**src/rtl/margin_fault_pkg.sv**
```systemverilog
// Purpose: shared constants for the margin, current-offset and fault-response register bank
// Assumes: command-code addressed register port, 100 MHz clock
// Notes: offsets are the command codes themselves
package margin_fault_pkg;
  // command codes
  localparam logic [7:0] CMD_MARGIN_LOW = 8'h26;
  localparam logic [7:0] CMD_CUR_OFFSET = 8'h39;
  localparam logic [7:0] CMD_OV_ACTION = 8'h41;
  localparam logic [7:0] CMD_UV_ACTION = 8'h45;
  // reset and fixed values
  localparam logic [7:0] MARGIN_RESET = 8'h00;
  localparam logic [15:0] OFFSET_RESET = 16'h0000;
  localparam logic [7:0] OV_ACTION_VAL = 8'h80;
  localparam logic [7:0] UV_ACTION_VAL = 8'hBA;
  // linear field positions
  localparam int EXP_MSB = 15;
  localparam int EXP_LSB = 11;
  localparam int MANT_MSB = 10;
  localparam int MANT_LSB = 0;
  // status bit positions
  localparam int SB_VOUT_OV = 5;
  localparam int SB_OTHER = 0;
  localparam int SW_VOUT = 15;
  localparam int SV_OV = 7;
  localparam int SV_UV = 4;
  // operation modes
  localparam logic [1:0] OP_NOMINAL = 2'h0;
  localparam logic [1:0] OP_MARGIN_LOW = 2'h1;
  // restart delay
  localparam int RETRY_MS = 22;
  localparam int CLK_MHZ = 100;
  localparam int RETRY_CYCLES = RETRY_MS * 1000 * CLK_MHZ;
endpackage : margin_fault_pkg

```
**src/rtl/margin_fault_regs.sv**
```systemverilog
// Purpose: margin-low target, current offset trim and fixed fault responses
// Assumes: host accesses arrive as one-cycle strobes with command code and word data
module margin_fault_regs
  import margin_fault_pkg::*;
#(
  parameter int RETRY_CNT = RETRY_CYCLES
)
(
  // clock, reset, enable
  input wire logic clk,
  input wire logic rst,
  input wire logic ce,
  // host register port
  input wire logic wr_stb,
  input wire logic rd_stb,
  input wire logic [7:0] cmd_code,
  input wire logic [15:0] wr_data,
  output logic [15:0] rd_data,
  output logic rd_valid,
  // operating mode and vid selection
  input wire logic [1:0] op_mode,
  input wire logic [7:0] nominal_vid,
  input wire logic vid_protocol_select,
  input wire logic vendor_vid_protocol_reg,
  input wire logic vendor_override,
  // telemetry
  input wire logic signed [15:0] raw_iout,
  output logic signed [15:0] read_iout,
  // fault events and clear
  input wire logic ov_fault,
  input wire logic uv_fault,
  input wire logic clear_faults,
  // status and converter control
  output logic [7:0] status_byte,
  output logic [15:0] status_word,
  output logic [7:0] status_vout,
  output logic host_alert,
  output logic conv_enable,
  output logic [8:0] target_code
);
  // register state
  logic [7:0] margin_q, margin_d;
  logic [15:0] trim_q, trim_d;
  logic ov_q, ov_d; // overvoltage latched off
  logic uv_q, uv_d; // undervoltage status
  logic waiting_q, waiting_d; // restart delay running
  logic [31:0] cnt_q, cnt_d;
  logic [15:0] rdat_q, rdat_d;
  logic rv_q, rv_d;
  logic signed [15:0] iout_q, iout_d;
  logic en_q, en_d;
  logic [8:0] tgt_q, tgt_d;
  logic prot_sel;
  logic signed [15:0] trim_amps;

  // protocol selection: register overrides the pin when enabled
  assign prot_sel = vendor_override ? vendor_vid_protocol_reg : vid_protocol_select;

  // scale trim to amps; shift by exponent (integer amps, fractions dropped)
  always_comb
  begin
    logic signed [4:0] ex;
    logic signed [15:0] man;
    ex = trim_q[EXP_MSB:EXP_LSB];
    man = {{5{trim_q[MANT_MSB]}}, trim_q[MANT_MSB:MANT_LSB]};
    if (ex < 0)
      trim_amps = man >>> (-ex);
    else
      trim_amps = man <<< ex;
  end

  // next-state for registers, faults, retry timer, read path
  always_comb
  begin
    margin_d = margin_q;
    trim_d = trim_q;
    ov_d = ov_q;
    uv_d = uv_q;
    waiting_d = waiting_q;
    cnt_d = cnt_q;
    rdat_d = rdat_q;
    rv_d = 1'b0;
    // writes; response registers are read-only and ignore writes
    if (wr_stb)
    begin
      unique case (cmd_code)
        CMD_MARGIN_LOW: margin_d = wr_data[7:0];
        CMD_CUR_OFFSET: trim_d = wr_data;
        default: ;
      endcase
    end
    // reads; byte reads use the low byte of the word
    if (rd_stb)
    begin
      rv_d = 1'b1;
      unique case (cmd_code)
        CMD_MARGIN_LOW: rdat_d = {8'h00, margin_q};
        CMD_CUR_OFFSET: rdat_d = trim_q;
        CMD_OV_ACTION: rdat_d = {8'h00, OV_ACTION_VAL};
        CMD_UV_ACTION: rdat_d = {8'h00, UV_ACTION_VAL};
        default: rdat_d = 16'h0000;
      endcase
    end
    // fault clear first so that a simultaneous event wins
    if (clear_faults)
    begin
      ov_d = 1'b0;
      uv_d = 1'b0;
    end
    if (ov_fault)
      ov_d = 1'b1;
    // restart timer counts down after undervoltage shutdown
    if (waiting_q)
    begin
      if (cnt_q == 32'h0000_0000)
        waiting_d = 1'b0;
      else
        cnt_d = cnt_q - 32'h0000_0001;
    end
    if (uv_fault)
    begin
      uv_d = 1'b1;
      waiting_d = 1'b1;
      cnt_d = 32'(RETRY_CNT - 1);
    end
  end

  // converter control, target selection and telemetry
  always_comb
  begin
    // overvoltage holds off until cleared; undervoltage only during retry delay
    en_d = !ov_d && !waiting_d;
    // telemetry word stays 16 bits; a sum past full scale wraps
    iout_d = 16'(raw_iout + trim_amps);
    if (op_mode == OP_MARGIN_LOW)
      tgt_d = {prot_sel, margin_q};
    else
      tgt_d = {prot_sel, nominal_vid};
  end

  // register stage
  always_ff @(posedge clk or posedge rst)
  begin
    if (rst)
    begin
      margin_q <= MARGIN_RESET;
      trim_q <= OFFSET_RESET;
      ov_q <= 1'b0;
      uv_q <= 1'b0;
      waiting_q <= 1'b0;
      cnt_q <= 32'h0000_0000;
      rdat_q <= 16'h0000;
      rv_q <= 1'b0;
      iout_q <= 16'sh0000;
      en_q <= 1'b0;
      tgt_q <= 9'h000;
    end
    else if (ce)
    begin
      margin_q <= margin_d;
      trim_q <= trim_d;
      ov_q <= ov_d;
      uv_q <= uv_d;
      waiting_q <= waiting_d;
      cnt_q <= cnt_d;
      rdat_q <= rdat_d;
      rv_q <= rv_d;
      iout_q <= iout_d;
      en_q <= en_d;
      tgt_q <= tgt_d;
    end
  end

  // outputs straight from flops; status bits registered from the next state of the two fault flops
  always_ff @(posedge clk or posedge rst)
  begin
    if (rst)
    begin
      status_byte <= 8'h00;
      status_word <= 16'h0000;
      status_vout <= 8'h00;
      host_alert <= 1'b0;
    end
    else if (ce)
    begin
      status_byte <= 8'h00;
      status_byte[SB_VOUT_OV] <= ov_d;
      status_byte[SB_OTHER] <= uv_d;
      status_word <= 16'h0000;
      status_word[SW_VOUT] <= ov_d | uv_d;
      status_vout <= 8'h00;
      status_vout[SV_OV] <= ov_d;
      status_vout[SV_UV] <= uv_d;
      host_alert <= ov_d | uv_d;
    end
  end

  assign rd_data = rdat_q;
  assign rd_valid = rv_q;
  assign read_iout = iout_q;
  assign conv_enable = en_q;
  assign target_code = tgt_q;

  // checks
  chk_ov_latch: assert property (@(posedge clk) disable iff (rst)
    ce && ov_fault ##1 ce |-> !conv_enable && host_alert && status_byte[SB_VOUT_OV])
    else $error("overvoltage did not latch off");
  chk_ov_hold: assert property (@(posedge clk) disable iff (rst)
    ov_q && !clear_faults && ce |=> ov_q && !conv_enable)
    else $error("overvoltage released without clear");
  chk_uv_alert: assert property (@(posedge clk) disable iff (rst)
    ce && uv_fault |=> host_alert && status_vout[SV_UV] && status_byte[SB_OTHER])
    else $error("undervoltage status missing");
  chk_uv_off: assert property (@(posedge clk) disable iff (rst)
    ce && uv_fault |=> !conv_enable)
    else $error("undervoltage did not shut down");
  chk_margin_hi_zero: assert property (@(posedge clk) disable iff (rst)
    ce && rd_stb && cmd_code == CMD_MARGIN_LOW |=> rd_data[15:8] == 8'h00 && rd_valid)
    else $error("margin upper byte not zero");
  chk_ov_fixed: assert property (@(posedge clk) disable iff (rst)
    ce && rd_stb && cmd_code == CMD_OV_ACTION |=> rd_data == 16'h0080)
    else $error("overvoltage response wrong");
  chk_uv_fixed: assert property (@(posedge clk) disable iff (rst)
    ce && rd_stb && cmd_code == CMD_UV_ACTION |=> rd_data == 16'h00BA)
    else $error("undervoltage response wrong");
  chk_margin_write: assert property (@(posedge clk) disable iff (rst)
    ce && wr_stb && cmd_code == CMD_MARGIN_LOW |=> margin_q == $past(wr_data[7:0]))
    else $error("margin write lost");
  chk_trim_write: assert property (@(posedge clk) disable iff (rst)
    ce && wr_stb && cmd_code == CMD_CUR_OFFSET |=> trim_q == $past(wr_data))
    else $error("trim write lost");
  chk_margin_sel: assert property (@(posedge clk) disable iff (rst)
    ce && op_mode == OP_MARGIN_LOW |=> target_code[7:0] == $past(margin_q))
    else $error("margin target not applied");
  cov_ov: cover property (@(posedge clk) disable iff (rst) ce && ov_fault);
  cov_uv_retry: cover property (@(posedge clk) disable iff (rst)
    waiting_q ##1 !waiting_q);
  cov_margin: cover property (@(posedge clk) disable iff (rst)
    ce && op_mode == OP_MARGIN_LOW);
endmodule : margin_fault_regs

```
**config.mk**
```make
export PLATFORM = sky130hd
export DESIGN_NAME = margin_fault_regs
export DESIGN_NICKNAME = d
export VERILOG_FILES = /design/src/rtl/margin_fault_pkg.sv /design/src/rtl/margin_fault_regs.sv
export SDC_FILE = /design/constraint.sdc
export NUM_CORES = 1
export LEC_CHECK = 0
export BUFFER_PORTS_ARGS = -buffer_cell sky130_fd_sc_hd__buf_2
export CAP_MARGIN = 30
export CORE_ASPECT_RATIO = 1.5
export CORE_MARGIN = 2
export CORE_UTILIZATION = 40
export CTS_CLUSTER_DIAMETER = 40
export CTS_CLUSTER_SIZE = 24
export DETAILED_ROUTE_END_ITERATION = 10
export PLACE_DENSITY = 0.65
export SLEW_MARGIN = 15
export SYNTH_ARGS = -nofsm -noshare
export SYNTH_HDL_FRONTEND = slang
export SYNTH_SLANG_ARGS = --single-unit
```
**constraint.sdc**
```tcl
create_clock -name clk -period 4.05 [get_ports clk]
set_input_delay 0.6075 -clock clk [delete_from_list [all_inputs] [get_ports clk]]
set_output_delay 0.6075 -clock clk [all_outputs]
set_load 0.02 [all_outputs]
```
==> results.py, run 1 <==
metrics = {
    "timing": {
        "clock_skew_ns": 0.0100,
        "finalWorstSetupSlack_ns": 0.215,
        "worst_slew_pin_slew_ns": 0.875,
        "setup_viol": 0,
        "slew_headroom_pct": 41.2,
        "fin_tns_setup_ns": 0,
        "rsz0062_at_grt": "no",
        "hold_violations": 0,
        "finalCriticalPeriod_ns": 3.83,
        "period_share_pct": 94.7,
        "max_freq_ghz": 0.261,
        "slew_viol_final": 0,
        "timing.hold.ws_ns": 0.191,
    },
    "synth": {
        "synthArstFlopShare_pct": 100,
        "synthFlopType": "dfrtp_1",
        "syn_area_mm2": 0.00685,
        "ys_seq_area_share_pct": 37.6,
        "avgSynthCellArea_um2": 9.58,
        "synth_edf_count": 0,
        "synth_cells": 715,
        "yosysUniqueCellTypes": 81,
        "ys_warn_count": 0,
        "synth_seq_cells": 103,
    },
    "run_status": {
        "status": "completed",
    },
    "floorplan": {
        "core_area_mm2": 0.0168,
        "io-pin-count": 137,
        "die_h_um": 164,
        "initial_core_util_pct": 40.8,
        "die_x_um": 111,
        "fp-row-count": 58,
        "die_area_mm2": 0.0182,
    },
    "finish": {
        "regArea_mm2": 0.00258,
        "fin_area_mm2": 0.00784,
        "syn_to_final_growth_pct": 14.5,
        "drive_gt1_share_pct": 26.7,
        "final_nets": 891,
        "nFillCells": 1575,
        "multi_input_area_mm2": 0.00390,
    },
    "placement": {
        "dp_hpwl_mm": 13.5,
        "placed_area_mm2": 0.00751,
        "routabilityCongestion": 0.975,
        "place_ws_ns": 0.274,
        "placement.io_buffers": 109,
    },
    "setup_path": {
        "path_max_fanout": 9,
        "cp-start-kind": "flop",
        "criticalPathCategory": "flop to flop",
        "critPathRequiredTime_ns": 4.30,
        "worst_setup_path_end_kind": "flop",
        "r2r-start": "trim_q[12]$_DFFE_PP0P_",
        "ff2ff_path_depth": 15,
        "r2r_slack_ns": 0.22,
        "r2r-end": "read_iout[14]$_DFFE_PP0P_",
        "arrival_ns": 4.08,
    },
    "clock_network": {
        "h-tree-depth": 3,
        "clkLatencyLatePin_ns": 0.36,
        "post_cts_buffers": 0,
        "clock_sinks": 103,
        "cts_made_buffers": 9,
        "cts_root_buf": "clkbuf_16",
        "cts_resized": 0,
        "cts_tree": "done",
        "cts_buffer_depth": 2,
        "postCtsHoldBufs": 0,
        "cts.reportedPaths.clkPinSlew_ns": 0.08,
    },
    "route": {
        "drtPass1Iterations": 5,
        "num_vias": 5706,
        "drtIter0Drc": 285,
        "wl_per_cell_um": 17.2,
        "antenna_left": 0,
        "drc": 0,
        "drt-vias-per-instance": 5.55,
        "wl_mm": 17.7,
    },
    "pwr": {
        "vdd_drop_max_mv": 0.314,
        "power_per_cell_area_mw_per_mm2": 323,
        "p_total_uw": 2530,
        "p_leak_uw": 0.00357,
    },
    "global_route": {
        "grt_max_degree": 72,
        "grt_pass1_vias": 5594,
        "grt_pass1_wl_mm": 28.7,
        "grt_antenna_before_repair": 1,
        "track_usage_pct": 19.7,
        "grt_overflow_total": 0,
    },
    "hold_path": {
        "hp-class": "primary input to async pin",
    },
    "job": {
        "maxCapViolCount": 0,
    },
}
==> worst max-delay path, stage by stage (launching register included) <==
cell,delay (ns)
dfrtp_1,0.39
inv_1,0.07
ha_1,0.35
buf_4,0.20
mux2_2,0.37
mux4_2,0.47
a22o_1,0.25
ha_1,0.20
inv_1,0.07
fa_1,0.19
nor2b_1,0.07
o2111ai_1,0.32
nand4_1,0.18
a31oi_1,0.22
xnor2_1,0.09
mux2_2,0.26
==> per-stage QoR <==
stage,std cells,utilization [%]
finish,1028,46.8
global route,1028,46.8
floorplan,741,-
CTS,1026,46.6
global placement,1010,44.8
detailed placement,1010,44.8
==> how the worst max path moves through the flow <==
stage,from,endpoint,cells past startpoint
2_1_floorplan,trim_q[12]$_DFFE_PP0P_,read_iout[14]$_DFFE_PP0P_,17
3_3_place_gp,trim_q[12]$_DFFE_PP0P_,read_iout[14]$_DFFE_PP0P_,15
3_5_place_dp,trim_q[12]$_DFFE_PP0P_,read_iout[14]$_DFFE_PP0P_,15
4_1_cts,trim_q[12]$_DFFE_PP0P_,read_iout[14]$_DFFE_PP0P_,15
5_1_grt,trim_q[12]$_DFFE_PP0P_,read_iout[7]$_DFFE_PP0P_,16
6_report,trim_q[12]$_DFFE_PP0P_,read_iout[14]$_DFFE_PP0P_,15
==> sequential cells by signal (all words and copies together), names as in the netlist <==
name,count
host_alert,1
cnt_q,32
read_iout,16
trim_q,16
rd_data,16
rd_valid,1
margin_q,8
target_code,9
status_vout,1
ov_q,1
conv_enable,1
waiting_q,1
==> power by group <==
part / total (µW) / leakage (µW) / switching, µW / internal, µW
combinational: 479 / 0.00211 / 294 / 185
sequential: 1140 / 0.00131 / 53.9 / 1080
clock: 915 / 0.000147 / 469 / 446
==> layer usage <==
| metal | wire length [µm] | global-route usage (%) | share of wire [%] |
|---|---|---|---|
| met3 | 636 | 3.06 | 3.6 |
| met5 | 0 | 0 | 0 |
| met4 | 505 | 7.67 | 2.8 |
| met1 | 7110 | 22.5 | 40 |
| met2 | 9480 | 36.8 | 53 |
==> placed cells by master (no fill, tap or decap), types with 5 or more instances in the layout <==
cell type,count
a21oi_1,36
a22o_1,9
a22oi_1,7
a31oi_1,5
and2_1,8
and3_1,6
buf_2,109
buf_4,20
clkbuf_16,9
conb_1,27
dfrtp_1,103
ha_1,17
inv_1,16
mux2_2,42
mux2i_1,21
mux4_2,11
nand2_1,69
nand2b_1,5
nand3_1,10
nand3b_1,5
nor2_1,55
nor2b_1,7
nor3_1,18
nor4_1,6
o2111ai_1,5
o21a_1,6
o21ai_0,41
o31ai_1,8
or3_1,9
or4_1,5
xnor2_1,17
xor2_1,14
==> Yosys cell counts (all sizes together), types with 5 or more instances <==
cell | count | area (µm²)
nor2b | 7 | 43.8
nand2 | 69 | 259
inv | 18 | 67.6
nand2b | 5 | 31.3
mux4 | 11 | 248
mux2 | 42 | 473
dfrtp | 103 | 2580
nor3 | 18 | 90.1
nand3b | 5 | 37.5
nor4 | 7 | 58.8
and3 | 6 | 37.5
or3 | 9 | 56.3
o31ai | 8 | 60.1
a31oi | 5 | 31.3
nor2 | 55 | 206
and2 | 8 | 50.1
buf | 41 | 290
ha | 17 | 213
a22o | 9 | 78.8
a22oi | 7 | 52.6
o21a | 6 | 45.0
or4 | 6 | 48.8
o211ai | 5 | 42.5
mux2i | 21 | 210
clkbuf | 29 | 109
a21oi | 36 | 180
nand3 | 10 | 50.1
o2111ai | 6 | 58.8
xnor2 | 17 | 149
xor2 | 14 | 123
o21ai | 42 | 210
==> layout make-up <==
cell class / count / area share, %
clock inverter: 7 / 0.990
tap: 210 / 3.35
clock buffer: 9 / 2.87
antenna: 1 / 0.0319
sequential: 103 / 32.9
timing repair buffer: 130 / 9.23
multi-input combinational: 549 / 49.7
inverter: 19 / 0.942
==> cells by family (layout without fill, tap and decap cells) <==
kind of cell | Yosys count | count (layout) | share of synthesized area (%)
flops | 103 | 103 | 37.6
xor+xnor | 31 | 31 | 3.97
other cells | 1 | 28 | 0.0548
mux | 74 | 74 | 13.6
simple gates | 226 | 226 | 17.0
buf+inv | 89 | 165 | 6.87
compound gates | 173 | 173 | 17.5
fa+ha+maj | 18 | 18 | 3.40
Note: power is estimated with default switching activity, not from simulation.
==> run 2, diff against run 1 <==
--- a/config.mk
+++ b/config.mk
@@ -9,12 +9,11 @@
 export CAP_MARGIN = 30
 export CORE_ASPECT_RATIO = 1.5
 export CORE_MARGIN = 2
-export CORE_UTILIZATION = 40
+export CORE_UTILIZATION = 51
 export CTS_CLUSTER_DIAMETER = 40
 export CTS_CLUSTER_SIZE = 24
 export DETAILED_ROUTE_END_ITERATION = 10
-export PLACE_DENSITY = 0.65
-export SLEW_MARGIN = 15
+export PLACE_DENSITY = 0.8
 export SYNTH_ARGS = -nofsm -noshare
 export SYNTH_HDL_FRONTEND = slang
 export SYNTH_SLANG_ARGS = --single-unit
==> results.py, run 2 (synthesis gave the netlist of run 1 again) <==
metrics = {
    "run_status": {
        "status": "completed",
    },
    "floorplan": {
        "fp-row-count": 51,
        "die_area_mm2": 0.0144,
        "die_x_um": 98.6,
        "core_area_mm2": 0.0131,
        "die_h_um": 146,
        "initial_core_util_pct": 52.3,
        "io-pin-count": 137,
    },
    "timing": {
        "timing.hold.ws_ns": 0.291,
        "worst_slew_pin_slew_ns": 0.875,
        "max_freq_ghz": 0.266,
        "hold_violations": 0,
        "slew_headroom_pct": 41.5,
        "clock_skew_ns": 0.00946,
        "period_share_pct": 92.9,
        "finalCriticalPeriod_ns": 3.76,
        "setup_viol": 0,
        "fin_tns_setup_ns": 0,
        "rsz0062_at_grt": "no",
        "slew_viol_final": 0,
    },
    "job": {
        "maxCapViolCount": 0,
    },
    "route": {
        "wl_per_cell_um": 17.5,
        "num_vias": 5796,
        "drt-vias-per-instance": 5.96,
        "drtPass1Iterations": 5,
        "drtIter0Drc": 242,
        "drc": 0,
        "antenna_left": 0,
        "wl_mm": 17.0,
    },
    "clock_network": {
        "cts.reportedPaths.clkPinSlew_ns": 0.07,
        "cts_buffer_depth": 2,
        "cts_root_buf": "clkbuf_16",
        "cts_resized": 0,
        "clock_sinks": 103,
        "h-tree-depth": 3,
        "post_cts_buffers": 0,
        "postCtsHoldBufs": 0,
        "cts_made_buffers": 9,
        "clkLatencyLatePin_ns": 0.35,
        "cts_tree": "done",
    },
    "global_route": {
        "track_usage_pct": 23.8,
        "grt_overflow_total": 0,
        "grt_antenna_before_repair": 0,
        "grt_pass1_vias": 5734,
        "grt_pass1_wl_mm": 28.0,
        "grt_max_degree": 53,
    },
    "hold_path": {
        "hp-class": "primary input to async pin",
    },
    "finish": {
        "layout_common_cells": "109 x buf_2, 103 x dfrtp_1, 69 x nand2_1",
        "multi_input_area_mm2": 0.00390,
        "final_nets": 887,
        "drive_gt1_share_pct": 26.3,
        "antenna_cells": 0,
        "nFillCells": 1141,
        "largest_register_ffs": 32,
        "top_register": "cnt_q",
        "regArea_mm2": 0.00258,
        "layout_commonest_cell": "buf_2",
        "fin_util_pct": 59.2,
        "syn_to_final_growth_pct": 13.2,
    },
    "setup_path": {
        "path_max_fanout": 29,
        "criticalPathCategory": "flop to flop",
        "critPathRequiredTime_ns": 4.30,
        "r2r-start": "trim_q[11]$_DFFE_PP0P_",
        "r2r_slack_ns": 0.29,
        "ff2ff_path_depth": 14,
        "r2r-end": "read_iout[15]$_DFFE_PP0P_",
        "cp-start-kind": "flop",
        "arrival_ns": 4.01,
        "worst_setup_path_end_kind": "flop",
    },
    "placement": {
        "routabilityCongestion": 0.923,
        "dp_hpwl_mm": 12.9,
        "placement.io_buffers": 109,
    },
    "pwr": {
        "power_per_cell_area_mw_per_mm2": 331,
        "p_leak_uw": 0.00355,
        "vdd_drop_max_mv": 0.252,
    },
}
run 2: worst max-delay path by stage:
stage / slack (ns) / cells after the start / end / startpoint
CTS: 0.32 / 15 / read_iout[14]$_DFFE_PP0P_ / trim_q[11]$_DFFE_PP0P_
floorplan: 0.01 / 17 / read_iout[14]$_DFFE_PP0P_ / trim_q[12]$_DFFE_PP0P_
detailed placement: 0.35 / 15 / read_iout[14]$_DFFE_PP0P_ / trim_q[11]$_DFFE_PP0P_
finish: 0.29 / 14 / read_iout[15]$_DFFE_PP0P_ / trim_q[11]$_DFFE_PP0P_
global placement: 0.39 / 15 / read_iout[14]$_DFFE_PP0P_ / trim_q[11]$_DFFE_PP0P_
global route: 0.03 / 14 / read_iout[8]$_DFFE_PP0P_ / trim_q[11]$_DFFE_PP0P_
run 2: metal layers:
metal  track usage, %  wire, µm  up-vias
li1                 -         -     2747
met3             3.07       602       54
met5                0         0        -
met4             10.3       599        0
met2             44.1      9370      175
met1             27.0      6390     2820
run 2: layout make-up:
| type | instances | share of cell area, % |
|---|---|---|
| sequential | 103 | 33.3 |
| inverter | 19 | 0.953 |
| clock buffer | 9 | 2.91 |
| clock inverter | 7 | 1.34 |
| tap | 159 | 2.57 |
| timing repair buffer | 126 | 8.69 |
| multi-input combinational | 549 | 50.3 |
run 2: power by group:
part,total (µW),leakage (µW),switching (µW),internal [µW]
Sequential,1140,0.00131,53.6,1080
Clock,956,0.000163,407,550
Combinational,471,0.00208,290,181
Total,2560,0.00355,750,1810
run 2: worst max-delay path, stage by stage (launching register included):
cell and delay (ns):
dfrtp_1 0.38, buf_4 0.24, nor3_1 0.26, xnor2_1 0.16
o21ba_2 0.34, a21boi_0 0.13, a31o_2 0.26, a22o_1 0.17
ha_1 0.36, a21o_1 0.20, a221oi_1 0.30, nand2_1 0.18
o221a_2 0.27, o21a_1 0.17, o31ai_1 0.23
run 2: stage by stage:
stage	instance area, µm²	instances	setup slack (ns)	total power, µW
after floorplan	6950	741	0.0116	1500
after global placement	7420	956	0.392	1620
after detailed placement	7420	956	0.350	1630
after CTS	7750	972	0.315	2580
after global routing	7750	972	0.0302	2680
final	7750	972	0.290	2560
